===== src/logic/shrp_cfg.svh =====
// constants of the serial host register port
`ifndef SHRP_CFG_SVH
`define SHRP_CFG_SVH
`define SHRP_SPI_ENABLE 5'h1C
`define SHRP_SPI_DIR_READ 1'h1
`define SHRP_SPI_LAST_BIT 4'hF
`define SHRP_I2C_ADDR_HI 5'h0B
`define SHRP_I2C_LAST_BIT 4'h8
`define SHRP_PTR_MAX 10'h3FF
`define SHRP_PTR_RESET 10'h000
`define SHRP_BUF_DEPTH 2'h2
`endif


===== src/logic/shrp_pkg.sv =====
// types of the serial host register port
package shrp_pkg;
  // one register write: address and 16-bit word
  typedef struct packed {
    logic [9:0] addr;
    logic [15:0] data;
  } shrp_wr_type;
  // two-wire slave states
  typedef enum logic [2:0] {
    ST_IDLE, ST_RECV, ST_ACK, ST_SEND, ST_MACK, ST_IGNORE
  } shrp_i2c_state_type;
endpackage : shrp_pkg


===== src/logic/serial_host_register_port.sv =====
// spi read path and two-wire slave for host register access
`timescale 1ns/10ps
`include "shrp_cfg.svh"

module serial_host_register_port
  import shrp_pkg::*;
(
  input wire logic clk_sys,
  input wire logic rst,
  input wire logic spiClk,
  input wire logic spiSelN,
  input wire logic spiDataIn,
  output logic spiDataOut,
  output logic spiDataOutEn,
  input wire logic i2cClkIn,
  output logic i2cClkOut,
  output logic i2cClkOutEn,
  input wire logic i2cDataIn,
  output logic i2cDataOut,
  output logic i2cDataOutEn,
  input wire logic addrSelectLow,
  input wire logic addrSelectHigh,
  output logic [9:0] regAddr,
  output logic regRdStrobe,
  input wire logic [15:0] regRdData,
  output logic wrValid,
  input wire logic wrReady,
  output shrp_wr_type wrWord
);

  // pointer step that freezes at the top
  function automatic logic [9:0] ptrStep(input logic [9:0] p);
    ptrStep = (p == `SHRP_PTR_MAX) ? p : 10'(p + 10'h001);
  endfunction : ptrStep

  // pin synchronisers: first stage read only by the second
  logic spiClkS1_r, spiClkS2_r, spiClkD_r;
  logic spiSelS1_r, spiSelS2_r;
  logic spiDinS1_r, spiDinS2_r;
  logic sclS1_r, sclS2_r, sclD_r;
  logic sdaS1_r, sdaS2_r, sdaD_r;
  logic selLoS1_r, selLoS2_r;
  logic selHiS1_r, selHiS2_r;

  always_ff @(posedge clk_sys) begin
    spiClkS1_r <= spiClk;
    spiClkS2_r <= spiClkS1_r;
    spiSelS1_r <= spiSelN;
    spiSelS2_r <= spiSelS1_r;
    spiDinS1_r <= spiDataIn;
    spiDinS2_r <= spiDinS1_r;
    sclS1_r <= i2cClkIn;
    sclS2_r <= sclS1_r;
    sdaS1_r <= i2cDataIn;
    sdaS2_r <= sdaS1_r;
    selLoS1_r <= addrSelectLow;
    selLoS2_r <= selLoS1_r;
    selHiS1_r <= addrSelectHigh;
    selHiS2_r <= selHiS1_r;
  end

  // edge history, taken from the second stage only
  always_ff @(posedge clk_sys) begin
    if (rst) begin
      spiClkD_r <= 1'b0;
      sclD_r <= 1'b1;
      sdaD_r <= 1'b1;
    end else begin
      spiClkD_r <= spiClkS2_r;
      sclD_r <= sclS2_r;
      sdaD_r <= sdaS2_r;
    end
  end

  // edge and condition decode
  wire spiSel = ~spiSelS2_r;
  wire spiRise = spiClkS2_r & ~spiClkD_r; // sample edge
  wire spiFall = ~spiClkS2_r & spiClkD_r; // drive edge
  wire sclRise = sclS2_r & ~sclD_r;
  wire sclFall = ~sclS2_r & sclD_r;
  // data moving while clock high marks start or stop
  wire startCond = sclS2_r & sclD_r & ~sdaS2_r & sdaD_r;
  wire stopCond = sclS2_r & sclD_r & sdaS2_r & ~sdaD_r;
  wire [6:0] ownAddr = {`SHRP_I2C_ADDR_HI, selHiS2_r, selLoS2_r};

  // spi state
  logic [14:0] cmd_r; // command bits shifted so far
  logic [3:0] spiCnt_r; // command bit count
  logic spiRead_r; // read data phase active
  logic spiKick_r; // first word request pending
  logic [15:0] spiSh_r; // outgoing word
  logic [3:0] outCnt_r; // bits driven of current word
  logic spiOut_r;
  logic spiOe_r;
  wire [15:0] spiWord = {cmd_r, spiDinS2_r};
  // enable pattern and read direction seen
  wire cmdIsRead = (spiWord[15:11] == `SHRP_SPI_ENABLE)
    && (spiWord[10] == `SHRP_SPI_DIR_READ);
  wire cmdDone = spiRise & ~spiRead_r & (spiCnt_r == `SHRP_SPI_LAST_BIT);
  // next word fetched as the sixteenth bit goes out
  wire spiReq = spiKick_r
    | (spiRead_r & spiFall & (outCnt_r == `SHRP_SPI_LAST_BIT));

  // two-wire state
  shrp_i2c_state_type st_r;
  logic [3:0] bitCnt_r; // bits of current byte
  logic [7:0] rxByte_r; // received byte
  logic [7:0] txByte_r; // byte being sent, remaining bits
  logic addrPhase_r; // next byte is an address
  logic isRead_r; // direction of current transfer
  logic [1:0] byteIdx_r; // position of write byte
  logic [1:0] ptrHi_r; // pointer bits 9:8 held
  logic [7:0] dataHi_r; // upper data byte held
  logic loHalf_r; // next byte to send is the low half
  logic [15:0] rdWord_r; // word being read out
  logic sdaOe_r; // pulling data line low
  logic pendWr_r; // write word waiting for the buffer
  logic wrEnd_r; // write made at top, later data dropped
  shrp_wr_type wrHold_r;

  wire byteDone = (st_r == ST_RECV) & sclFall
    & (bitCnt_r == `SHRP_I2C_LAST_BIT);
  wire addrHit = (rxByte_r[7:1] == ownAddr);
  wire dataByte = byteDone & ~addrPhase_r;
  wire ptrLoad = dataByte & (byteIdx_r == 2'h1);
  wire wrFire = dataByte & (byteIdx_r == 2'h3) & ~wrEnd_r;
  wire [7:0] nextByte = loHalf_r ? rdWord_r[7:0] : rdWord_r[15:8];
  // read request on a matching read address or an acked low byte
  wire i2cReq = (byteDone & addrPhase_r & addrHit & rxByte_r[0])
    | ((st_r == ST_MACK) & sclRise & ~sdaS2_r & ~loHalf_r);

  // shared pointer and register read port
  logic [9:0] ptr_r;
  logic regRdStrobe_r;
  logic [9:0] regAddr_r;
  logic rdToSpi_r;
  logic loadCycle_r;
  logic bufInReady;
  wire rdReq = spiReq | i2cReq;
  wire wrPush = pendWr_r & bufInReady;

  // pointer: stop clears, command or pointer bytes load, use steps
  always_ff @(posedge clk_sys) begin
    if (rst || stopCond) begin
      ptr_r <= `SHRP_PTR_RESET;
    end else if (cmdDone && cmdIsRead) begin
      ptr_r <= spiWord[9:0];
    end else if (ptrLoad) begin
      ptr_r <= {ptrHi_r, rxByte_r};
    end else if (rdReq || wrFire) begin
      ptr_r <= ptrStep(ptr_r);
    end
  end

  // read strobe one cycle after request, data the cycle after
  always_ff @(posedge clk_sys) begin
    if (rst) begin
      regRdStrobe_r <= 1'b0;
      regAddr_r <= `SHRP_PTR_RESET;
      rdToSpi_r <= 1'b0;
      loadCycle_r <= 1'b0;
    end else begin
      regRdStrobe_r <= rdReq;
      loadCycle_r <= regRdStrobe_r;
      if (rdReq) begin
        regAddr_r <= ptr_r;
        rdToSpi_r <= spiReq;
      end
    end
  end

  // spi command and read shifter, cleared while deselected
  always_ff @(posedge clk_sys) begin
    if (rst || !spiSel) begin
      cmd_r <= '0;
      spiCnt_r <= 4'h0;
      spiRead_r <= 1'b0; // read ends with chip select
      spiKick_r <= 1'b0;
      outCnt_r <= 4'h0;
      spiOut_r <= 1'b0;
      spiOe_r <= 1'b0; // released when idle
    end else begin
      spiKick_r <= cmdDone & cmdIsRead;
      if (spiRise && !spiRead_r) begin
        // command bits; write commands are not served here
        cmd_r <= spiWord[14:0];
        spiCnt_r <= 4'(spiCnt_r + 4'h1);
        spiRead_r <= cmdDone & cmdIsRead;
      end
      if (spiRead_r && spiFall) begin
        // first falling after the command drives the msb
        spiOut_r <= spiSh_r[15];
        spiOe_r <= 1'b1;
        outCnt_r <= 4'(outCnt_r + 4'h1);
      end
    end
  end

  // outgoing spi word: load from register port, else shift
  always_ff @(posedge clk_sys) begin
    if (rst) begin
      spiSh_r <= '0;
    end else if (loadCycle_r && rdToSpi_r) begin
      spiSh_r <= regRdData;
    end else if (spiRead_r && spiFall) begin
      spiSh_r <= {spiSh_r[14:0], 1'b0};
    end
  end

  // two-wire slave: reacts only to the master's conditions
  always_ff @(posedge clk_sys) begin
    if (rst) begin
      st_r <= ST_IDLE;
      bitCnt_r <= 4'h0;
      rxByte_r <= 8'h00;
      txByte_r <= 8'h00;
      addrPhase_r <= 1'b0;
      isRead_r <= 1'b0;
      byteIdx_r <= 2'h0;
      ptrHi_r <= 2'h0;
      dataHi_r <= 8'h00;
      loHalf_r <= 1'b0;
      sdaOe_r <= 1'b0;
    end else if (startCond) begin
      // start or repeated start: expect an address
      st_r <= ST_RECV;
      bitCnt_r <= 4'h0;
      addrPhase_r <= 1'b1;
      sdaOe_r <= 1'b0;
    end else if (stopCond) begin
      st_r <= ST_IDLE;
      sdaOe_r <= 1'b0;
      byteIdx_r <= 2'h0;
    end else begin
      case (st_r)
        ST_RECV: begin
          if (sclRise && bitCnt_r != `SHRP_I2C_LAST_BIT) begin
            rxByte_r <= {rxByte_r[6:0], sdaS2_r}; // msb first
            bitCnt_r <= 4'(bitCnt_r + 4'h1);
          end else if (byteDone && addrPhase_r) begin
            if (addrHit) begin
              sdaOe_r <= 1'b1; // acknowledge
              st_r <= ST_ACK;
              isRead_r <= rxByte_r[0];
              addrPhase_r <= 1'b0;
              byteIdx_r <= 2'h0;
              loHalf_r <= 1'b0;
            end else begin
              st_r <= ST_IGNORE; // not ours
            end
          end else if (byteDone) begin
            sdaOe_r <= 1'b1;
            st_r <= ST_ACK;
            case (byteIdx_r)
              2'h0: begin
                ptrHi_r <= rxByte_r[1:0]; // upper six ignored
                byteIdx_r <= 2'h1;
              end
              2'h1: byteIdx_r <= 2'h2;
              2'h2: begin
                dataHi_r <= rxByte_r;
                byteIdx_r <= 2'h3;
              end
              default: byteIdx_r <= 2'h2; // next register pair
            endcase
          end
        end
        ST_ACK: begin
          if (sclFall) begin
            if (isRead_r) begin
              // first read bit driven in the clock-low phase
              st_r <= ST_SEND;
              sdaOe_r <= ~nextByte[7];
              txByte_r <= {nextByte[6:0], 1'b0};
              bitCnt_r <= 4'h1;
              loHalf_r <= ~loHalf_r;
            end else begin
              st_r <= ST_RECV;
              sdaOe_r <= 1'b0;
              bitCnt_r <= 4'h0;
            end
          end
        end
        ST_SEND: begin
          if (sclFall) begin
            if (bitCnt_r == `SHRP_I2C_LAST_BIT) begin
              sdaOe_r <= 1'b0; // let master acknowledge
              st_r <= ST_MACK;
            end else begin
              sdaOe_r <= ~txByte_r[7];
              txByte_r <= {txByte_r[6:0], 1'b0};
              bitCnt_r <= 4'(bitCnt_r + 4'h1);
            end
          end
        end
        ST_MACK: begin
          if (sclRise && sdaS2_r) begin
            st_r <= ST_IGNORE; // not-acknowledge: wait for stop
          end else if (sclFall) begin
            st_r <= ST_SEND;
            sdaOe_r <= ~nextByte[7];
            txByte_r <= {nextByte[6:0], 1'b0};
            bitCnt_r <= 4'h1;
            loHalf_r <= ~loHalf_r;
          end
        end
        ST_IGNORE: sdaOe_r <= 1'b0;
        default: sdaOe_r <= 1'b0;
      endcase
    end
  end

  // read word for the two-wire side
  always_ff @(posedge clk_sys) begin
    if (rst) begin
      rdWord_r <= '0;
    end else if (loadCycle_r && !rdToSpi_r) begin
      rdWord_r <= regRdData;
    end
  end

  // write word held until the buffer takes it; clock held low while that held word finds the buffer full
  always_ff @(posedge clk_sys) begin
    if (rst) begin
      pendWr_r <= 1'b0;
      wrEnd_r <= 1'b0;
      wrHold_r <= '0;
    end else begin
      if (wrFire) begin
        pendWr_r <= 1'b1;
        wrHold_r <= '{addr: ptr_r, data: {dataHi_r, rxByte_r}};
      end else if (wrPush) begin
        pendWr_r <= 1'b0;
      end
      if (stopCond || ptrLoad) begin
        wrEnd_r <= 1'b0;
      end else if (wrFire && ptr_r == `SHRP_PTR_MAX) begin
        wrEnd_r <= 1'b1; // top written once, rest dropped
      end
    end
  end

  shrp_wr_buf u_wr_buf (
    .clk_sys(clk_sys),
    .rst(rst),
    .inValid(pendWr_r),
    .inReady(bufInReady),
    .inWord(wrHold_r),
    .outValid(wrValid),
    .outReady(wrReady),
    .outWord(wrWord)
  );

  // pin and port drive
  assign spiDataOut = spiOut_r;
  assign spiDataOutEn = spiOe_r;
  assign i2cDataOut = 1'b0;
  assign i2cDataOutEn = sdaOe_r;
  assign i2cClkOut = 1'b0;
  // stretch only while the waiting word finds the buffer full
  assign i2cClkOutEn = pendWr_r & ~bufInReady;
  assign regAddr = regAddr_r;
  assign regRdStrobe = regRdStrobe_r;
endmodule : serial_host_register_port


===== src/logic/shrp_wr_buf.sv =====
// two-entry buffer for register writes
`timescale 1ns/10ps
`include "shrp_cfg.svh"
module shrp_wr_buf
  import shrp_pkg::*;
(
  input wire logic clk_sys,
  input wire logic rst,
  input wire logic inValid,
  output logic inReady,
  input wire shrp_wr_type inWord,
  output logic outValid,
  input wire logic outReady,
  output shrp_wr_type outWord
);
  shrp_wr_type ent0_r; // head entry, drives outWord
  shrp_wr_type ent1_r; // second entry
  logic [1:0] cnt_r; // entries held
  wire push = inValid & inReady;
  wire pop = outValid & outReady;

  // honest full and empty
  assign inReady = (cnt_r != `SHRP_BUF_DEPTH);
  assign outValid = (cnt_r != 2'h0);
  assign outWord = ent0_r;

  // entry storage and count
  always_ff @(posedge clk_sys) begin
    if (rst) begin
      cnt_r <= 2'h0;
      ent0_r <= '0;
      ent1_r <= '0;
    end else begin
      if (pop) begin
        // shift the second entry forward, or take a fresh word
        ent0_r <= (push && cnt_r == 2'h1) ? inWord : ent1_r;
        if (push && cnt_r == 2'h2) begin
          ent1_r <= inWord;
        end
      end else if (push) begin
        if (cnt_r == 2'h0) begin
          ent0_r <= inWord;
        end else begin
          ent1_r <= inWord;
        end
      end
      cnt_r <= cnt_r + {1'b0, push} - {1'b0, pop};
    end
  end
endmodule : shrp_wr_buf


===== config.mk =====
export PLATFORM = sky130hd
export DESIGN_NAME = serial_host_register_port
export DESIGN_NICKNAME = d
export VERILOG_FILES = /design/src/logic/shrp_pkg.sv /design/src/logic/serial_host_register_port.sv /design/src/logic/shrp_wr_buf.sv
export VERILOG_INCLUDE_DIRS = /design/src /design/src/logic
export SDC_FILE = /design/constraint.sdc
export NUM_CORES = 1
export LEC_CHECK = 0
export ABC_AREA = 1
export BUFFER_PORTS_ARGS = -buffer_cell sky130_fd_sc_hd__buf_4
export CAP_MARGIN = 0
export CORE_AREA = 2 2 187 143
export DETAILED_ROUTE_END_ITERATION = 6
export DIE_AREA = 0 0 189 145
export GPL_ROUTABILITY_DRIVEN = 0
export SETUP_SLACK_MARGIN = 0.3
export SYNTH_ARGS = -nofsm -noshare
export SYNTH_HDL_FRONTEND = slang
export SYNTH_SLANG_ARGS = --single-unit

===== constraint.sdc =====
create_clock -name clk_sys -period 4.3 [get_ports clk_sys]
set_input_delay 0.86 -clock clk_sys [delete_from_list [all_inputs] [get_ports clk_sys]]
set_output_delay 0.86 -clock clk_sys [all_outputs]
set_load 0.02 [all_outputs]

==> flow_summary.yaml, run 1 <==
final_layout:
  antenna-diode-count: 0
  areaGrowthSynthToFinish_pct: 17.7
  layout-drive-gt1-share_pct: 12.4
  most-common-layout-cells: "sky130_fd_sc_hd__dfxtp_1 (219), sky130_fd_sc_hd__o21ai_0 (191), sky130_fd_sc_hd__nand2_1 (183)"
  most_frequent_standard_cell_in_the_layout_excluding_fill_and_tap_cells: "sky130_fd_sc_hd__dfxtp_1"
  final_nets: 1269
critical_path:
  crit_end: "ptr_r[8]"
  worstReg2RegStart: "bitCnt_r[0]"
  launching_instance_or_port_of_the_critical_path: "bitCnt_r[0]"
  critical_path.n_buffers_inverters: 1
  critical_path.endpoint_type: "flip-flop"
  timing.critical_path.slowest_stage_cell: "sky130_fd_sc_hd__nand2_1"
  critical_path_peak_fanout: 20
  timing.critical_path.required_ns: 4.69
  path_delay_family: "simple AND/OR/NAND/NOR gates"
  worstRegToRegCells: 11
  worstSetupPathType: "flip-flop to flip-flop"
  crit_path_cell_trace: "inv_1, ha_1, nand2_2, nor2_4, nand2_4, nor2_8, nand4_4, nand3_1, nand2_1, a21oi_1, nor2_1"
  crit_path_max_incr_delay_ns: 0.39
  r2r_slack_ns: 1.91
  start_kind: "flip-flop"
  crit_arrival_ns: 2.78
  crit-reg2reg-capture: "ptr_r[8]"
  cp_num_cells: 11
synth:
  postSynthCellCount: 1200
  proportion_of_synthesized_chip_area_in_sequential_cells_pct: 48.4
  ys.warnings.count: 0
  combined_area_of_all_synthesized_cells_sq_um: 9060
  ys_top_cells_by_area: "sky130_fd_sc_hd__dfxtp_1 (48%), sky130_fd_sc_hd__o21ai_0 (11%), sky130_fd_sc_hd__a21oi_1 (9.1%), sky130_fd_sc_hd__nand2_1 (7.6%), sky130_fd_sc_hd__nor2_1 (4.6%)"
  yosysUniqueCellTypes: 44
  syn_area_per_cell_sq_um: 7.55
  yosysTopAreaCellShare_pct: 48.4
  netlist.top_cell.by_area: "sky130_fd_sc_hd__dfxtp_1"
  synthArstFlopShare_pct: 0
  ys_ff_latch: 219
  synth_ff_type: "sky130_fd_sc_hd__dfxtp_1"
  synth-edff-count: 0
die:
  die_area_sq_um: 27400
  ios: 70
  num_rows: 51
  design.core.area_sq_um: 25600
  initial_utilization_pct: 35.4
  die_height_microns: 145
  width_of_the_die_microns: 189
grt:
  busiest_layer: "met1"
  grt_start_max_net_pins: 53
  vias_in_the_first_global_route: 7122
  grt.met1_usage_pct: 22.8
  global_route.usage.total_pct: 15.2
  grt_pass1_wl_microns: 35400
  grt_overflow_total: 0
  global_route.usage.met3_pct: 2.44
  antenna_found_initial: 0
  groute.layer.met2.usage_pct: 22.8
pwr:
  power.static_leakage_nw: 4.48
  powerDensity_nw_per_um2: 466
  power.total_w: 0.00497
  peakVddDrop_mv: 0.235
drt:
  wl_per_cell_microns: 13.1
  route.detailed.drc: 0
  drt_iter0_drc: 559
  drt_first_pass_iters: 5
  finalWirelength_microns: 21000
  dr_total_vias: 7738
  drtAntennaViolNets: 0
  viasPerCell: 4.84
clock_tree:
  tritoncts_clock_tree: "built"
  clkLatencyLatePin_ns: 0.51
  cts_hold_repair.buffers: 0
  cts_max_path_buffers: 3
  cts.repair.resized: 0
  cts.htree.levels: 1
  root_cell_of_the_clock_tree: "sky130_fd_sc_hd__clkbuf_16"
  cts_made_buffers: 24
  clock-sinks: 219
  cts_post_setup_buffers_inserted: 0
  clkSlewWorstSetupHoldPaths_ns: 0.06
sta:
  worst_slew_margin_rel_pct: 37.2
  final.setup_skew_ns: 0.0117
  final_min_period_over_clock_period_pct: 55.6
  rsz0062_at_grt: "false"
  timing_worst_slew_pin_value_ns: 0.939
  finalCriticalPeriod_ns: 2.39
  timing.final.setup_violations: 0
  setup_tns_ns: 0
  fmaxAchievable_mhz: 419
  report.final.hold_viol_count: 0
  slew_viol_final: 0
place:
  port_buffers: 67
  post-dp-hpwl_microns: 14500
worst_hold_path:
  hold_path_class: "flip-flop to flip-flop"
job:
  max_cap_viol_count: 0
outcome:
  outcome: "finished, final reports clean"
cell families (layout without fill, tap and decap cells):
family	Yosys count	count (layout)	share of synthesized area, %
other	1	2	0.0414
AOI/OAI and AO/OA	384	384	22.1
and+or+nand+nor	396	396	19.8
buffers and inverters	187	240	8.19
xor gates and xnor gates	6	6	0.580
DFF	219	219	48.4
adders and majority gates	7	7	0.967
synth_stat cells (2+ instances only):
cell type,instances
sky130_fd_sc_hd__buf_4,3
sky130_fd_sc_hd__a21oi_2,2
sky130_fd_sc_hd__o21ai_0,191
sky130_fd_sc_hd__xor2_1,4
sky130_fd_sc_hd__and3_1,2
sky130_fd_sc_hd__xnor2_1,2
sky130_fd_sc_hd__inv_2,11
sky130_fd_sc_hd__nand3_1,48
sky130_fd_sc_hd__buf_6,2
sky130_fd_sc_hd__o21a_1,2
sky130_fd_sc_hd__a211oi_1,8
sky130_fd_sc_hd__nor2_4,3
sky130_fd_sc_hd__nor2_1,111
sky130_fd_sc_hd__buf_1,6
sky130_fd_sc_hd__buf_2,11
sky130_fd_sc_hd__inv_1,109
sky130_fd_sc_hd__ha_1,7
sky130_fd_sc_hd__o21bai_1,2
sky130_fd_sc_hd__nand4_1,17
sky130_fd_sc_hd__nor3_2,2
sky130_fd_sc_hd__nand3_2,2
sky130_fd_sc_hd__a311oi_1,7
sky130_fd_sc_hd__nand2_2,2
sky130_fd_sc_hd__o21ai_1,2
sky130_fd_sc_hd__nor3_1,13
sky130_fd_sc_hd__a31oi_1,2
sky130_fd_sc_hd__nand2_1,183
sky130_fd_sc_hd__o21ai_2,2
sky130_fd_sc_hd__nor3_4,2
sky130_fd_sc_hd__clkbuf_1,45
sky130_fd_sc_hd__a21oi_1,164
sky130_fd_sc_hd__nand3_4,3
sky130_fd_sc_hd__dfxtp_1,219
routing by layer:
| metal | routed length [microns] | part of all wire [%] |
|---|---|---|
| met5 | 0 | 0 |
| met4 | 313 | 1.5 |
| met3 | 889 | 4.2 |
| met2 | 8870 | 42 |
| met1 | 10900 | 52 |
worst min path at each step:
| stage | startpoint | to | slack [ns] | depth (start not counted) |
|---|---|---|---|---|
| floorplan | sclS1_r | sclS2_r | 0.31 | 0 |
| global placement | spiDinS1_r | spiDinS2_r | 0.31 | 0 |
| detailed placement | spiDinS1_r | spiDinS2_r | 0.31 | 0 |
| CTS | spiDinS1_r | spiDinS2_r | 0.33 | 0 |
| global route | sclS1_r | sclS2_r | 0.34 | 0 |
| finish | sclS1_r | sclS2_r | 0.32 | 0 |
cell type report:
cell class | instances | area [sq um]
Clock inverter | 8 | 124
Clock buffer | 36 | 747
Timing Repair Buffer | 76 | 571
Multi-Input combinational cell | 795 | 3960
Inverter | 120 | 450
Fill cell | 2608 | 14900
Tap cell | 344 | 430
Sequential cell | 219 | 4380
flip-flops by register name, summed over array words and instances (netlist names), 7 cells and up:
| signal | cells |
|---|---|
| rdWord_r | 16 |
| spiSh_r | 16 |
| txByte_r | 7 |
| ptr_r | 10 |
| dataHi_r | 8 |
| regAddr | 10 |
| rxByte_r | 8 |
| u_wr_buf.outWord | 26 |
| u_wr_buf.ent1_r | 26 |
| cmd_r | 15 |
| wrHold_r | 26 |
stage by stage:
| stage | cell area, sq um | hold slack, ns | cells | setup WS (ns) | util, % |
|---|---|---|---|---|---|
| finish | 10700 | 0.322 | 1598 | 1.91 | 41.7 |
| global route | 10700 | 0.335 | 1598 | 1.61 | 41.7 |
| detailed placement | 9790 | 0.312 | 1554 | 1.88 | 38.3 |
| floorplan | 9060 | 0.310 | 1201 | 2.42 | - |
| CTS | 10700 | 0.327 | 1598 | 1.93 | 41.7 |
| global placement | 9790 | 0.313 | 1554 | 1.93 | 38.3 |
report_power, final:
part	switching (W)	internal [W]
combinational	0.000370	0.000194
clock	0.000821	0.00138
sequential	0.0000687	0.00213
total	0.00126	0.00371
No activity file was read; power rests on OpenSTA's default activity.
==> run 2, diff against run 1 <==
- clock period: 4.3 -> 2.1 ns (I/O delays scaled with it)
==> run 2 against run 1 <==
Fmax rose by 30%. Sequential share of layout area fell by 2.7 points. Via count rose by 5.3%. Sequential cell count did not move. Worst setup slack got worse by 1.7 ns. First-iteration DRC count rose by 3.0%. Critical path depth rose by 3. Die area did not move. Clock skew fell by 0.0031 ns. Clock-buffer cell count fell by 2. Critical path type unchanged. Largest power group unchanged.
==> flow_summary.yaml, run 2 (synthesized netlist as in run 1, its figures left out) <==
sta:
  timing.final.setup_violations: 0
  whs_ns: 0.0209
  worst_slew_margin_rel_pct: 57.4
  fmaxAchievable_mhz: 543
  rsz0062_at_grt: "true"
  report.final.hold_viol_count: 0
  slew_viol_final: 0
  final_min_period_over_clock_period_pct: 87.8
  setup_tns_ns: 0
  final.setup_skew_ns: 0.00859
  timing_worst_slew_pin_value_ns: 0.637
  finalCriticalPeriod_ns: 1.84
grt:
  grt_start_max_net_pins: 65
  global_route.usage.total_pct: 15.9
  vias_in_the_first_global_route: 7376
  grt_overflow_total: 0
  grt_pass1_wl_microns: 36800
  antenna_found_initial: 0
clock_tree:
  clkSlewWorstSetupHoldPaths_ns: 0.06
  tritoncts_clock_tree: "built"
  cts_made_buffers: 24
  clock-sinks: 219
  root_cell_of_the_clock_tree: "sky130_fd_sc_hd__clkbuf_16"
  cts_max_path_buffers: 3
  cts.htree.levels: 1
  clkLatencyLatePin_ns: 0.52
drt:
  route.detailed.drc: 0
  routed-wl-met3_microns: 1120
  drt_iter0_drc: 576
  wirelength_met1_microns: 11500
  detailroute.wirelength.met2_microns: 10100
  drtAntennaViolNets: 0
  wl_per_cell_microns: 14.0
  finalWirelength_microns: 23100
  dr_total_vias: 8146
  viasPerCell: 4.93
  top_layer: "met4"
  drt_first_pass_iters: 5
final_layout:
  most-common-layout-cells: "sky130_fd_sc_hd__dfxtp_1 (215), sky130_fd_sc_hd__nand2_1 (168), sky130_fd_sc_hd__o21ai_0 (164)"
  antenna-diode-count: 0
  fillerInstances: 2563
  layout-drive-gt1-share_pct: 20.4
  final_nets: 1325
  most_frequent_standard_cell_in_the_layout_excluding_fill_and_tap_cells: "sky130_fd_sc_hd__dfxtp_1"
  areaGrowthSynthToFinish_pct: 26.1
critical_path:
  critical_path.endpoint_type: "flip-flop"
  r2r_slack_ns: 0.26
  cp_common_cell: "sky130_fd_sc_hd__nand2_4"
  worstSetupPathType: "flip-flop to flip-flop"
  timing.critical_path.slowest_stage_cell: "sky130_fd_sc_hd__dfxtp_2"
  crit_path_max_incr_delay_ns: 0.32
  critical_path_peak_fanout: 6
  timing.critical_path.required_ns: 2.52
  crit_arrival_ns: 2.26
  crit_path_cell_trace: "inv_2, ha_4, nand2_4, nor2_4, nand2_4, nor2_8, buf_6, nand3_4, nand2_4, nand2_1, nand2_1, nand2_2, a21oi_2, nor2_1"
  start_kind: "flip-flop"
pwr:
  peakVddDrop_mv: 0.510
  powerDensity_nw_per_um2: 895
  power.static_leakage_nw: 4.78
die:
  width_of_the_die_microns: 189
  die_area_sq_um: 27400
  initial_utilization_pct: 35.4
  die_height_microns: 145
  design.core.area_sq_um: 25600
  num_rows: 51
  ios: 70
place:
  post-dp-hpwl_microns: 14800
  port_buffers: 67
outcome:
  outcome: "finished, final reports clean"
job:
  max_cap_viol_count: 0
worst_hold_path:
  hold_path_class: "primary input to flip-flop"
run 2: cell count changes in the layout (fill, tap and decap cells not counted), moves of 5 or more:
cell and delta:
sky130_fd_sc_hd__buf_4 +33, sky130_fd_sc_hd__o21ai_0 -27, sky130_fd_sc_hd__nand2_1 -15, sky130_fd_sc_hd__o21ai_1 +15, sky130_fd_sc_hd__nand2_2 +12, sky130_fd_sc_hd__o21ai_2 +12, sky130_fd_sc_hd__a21oi_1 -11, sky130_fd_sc_hd__a21oi_2 +10
sky130_fd_sc_hd__buf_6 +9, sky130_fd_sc_hd__nand3_1 -7, sky130_fd_sc_hd__dlygate4sd3_1 +6, sky130_fd_sc_hd__inv_1 -6, sky130_fd_sc_hd__nor2_1 -6, sky130_fd_sc_hd__inv_2 +5
run 2: path summary, 6_finish.rpt:
path,from,to,depth (start not counted)
worst min-delay path,i2cDataIn,sdaS1_r,1
worst max register to register,bitCnt_r[0],ptr_r[9],14
worst max-delay path,bitCnt_r[0],ptr_r[9],14
worst min register to register,spiClkS1_r,spiClkS2_r,0
run 2: through the flow:
stage          worst slack, ns  cell area, sq um  utilization [%]  std cells  total power, W
3_5_place_dp             0.120              9950             38.9       1573         0.00578
2_1_floorplan            0.407              9060                -       1201         0.00538
4_1_cts                  0.292             11000             43.1       1635          0.0101
3_3_place_gp             0.164              9950             38.9       1573         0.00576
5_1_grt                  0.156             11400             44.6       1653          0.0107
6_report                 0.257             11400             44.6       1653          0.0102
run 2: layout make-up:
type	instances	area (sq um)	area share, %
clock buffers	34	699	6.12
clock inverters	9	108	0.942
inverters	120	455	3.99
multi-input cells	798	4260	37.3
flip-flops and latches	219	4390	38.4
well taps	344	430	3.77
repair buffers	129	1080	9.45
run 2: critical path, delay by kind of cell, from the launching register on:
| family | cells | cell delay [ns] |
|---|---|---|
| flip-flops | 1 | 0.32 |
| AND/OR/NAND/NOR | 10 | 0.94 |
| adder cells (fa/ha/maj) | 1 | 0.16 |
| AO/OA/AOI/OAI | 1 | 0.12 |
| buffers and inverters | 2 | 0.21 |
run 2: power by group:
part | total (W) | switching (W) | internal [W]
Combinational | 0.00144 | 0.000893 | 0.000549
Clock | 0.00428 | 0.00171 | 0.00257
Sequential | 0.00450 | 0.000129 | 0.00437
run 2: routing by layer:
metal | GRT usage (%) | up-vias
li1 | - | 4178
met1 | 23.5 | 3760
met2 | 23.9 | 177
met3 | 2.56 | 31
met4 | 3.98 | 0
met5 | 0 | -
run 2: what timing repair did:
action / in CTS / in global routing
setup endpoints to repair: 56 / 103
gates resized for setup: 33 / 94
gates cloned: 3 / 4
setup buffers: 11 / 13
hold buffers: 5 / 1
pin swaps: 12 / 34
hold endpoints to repair: 5 / 1
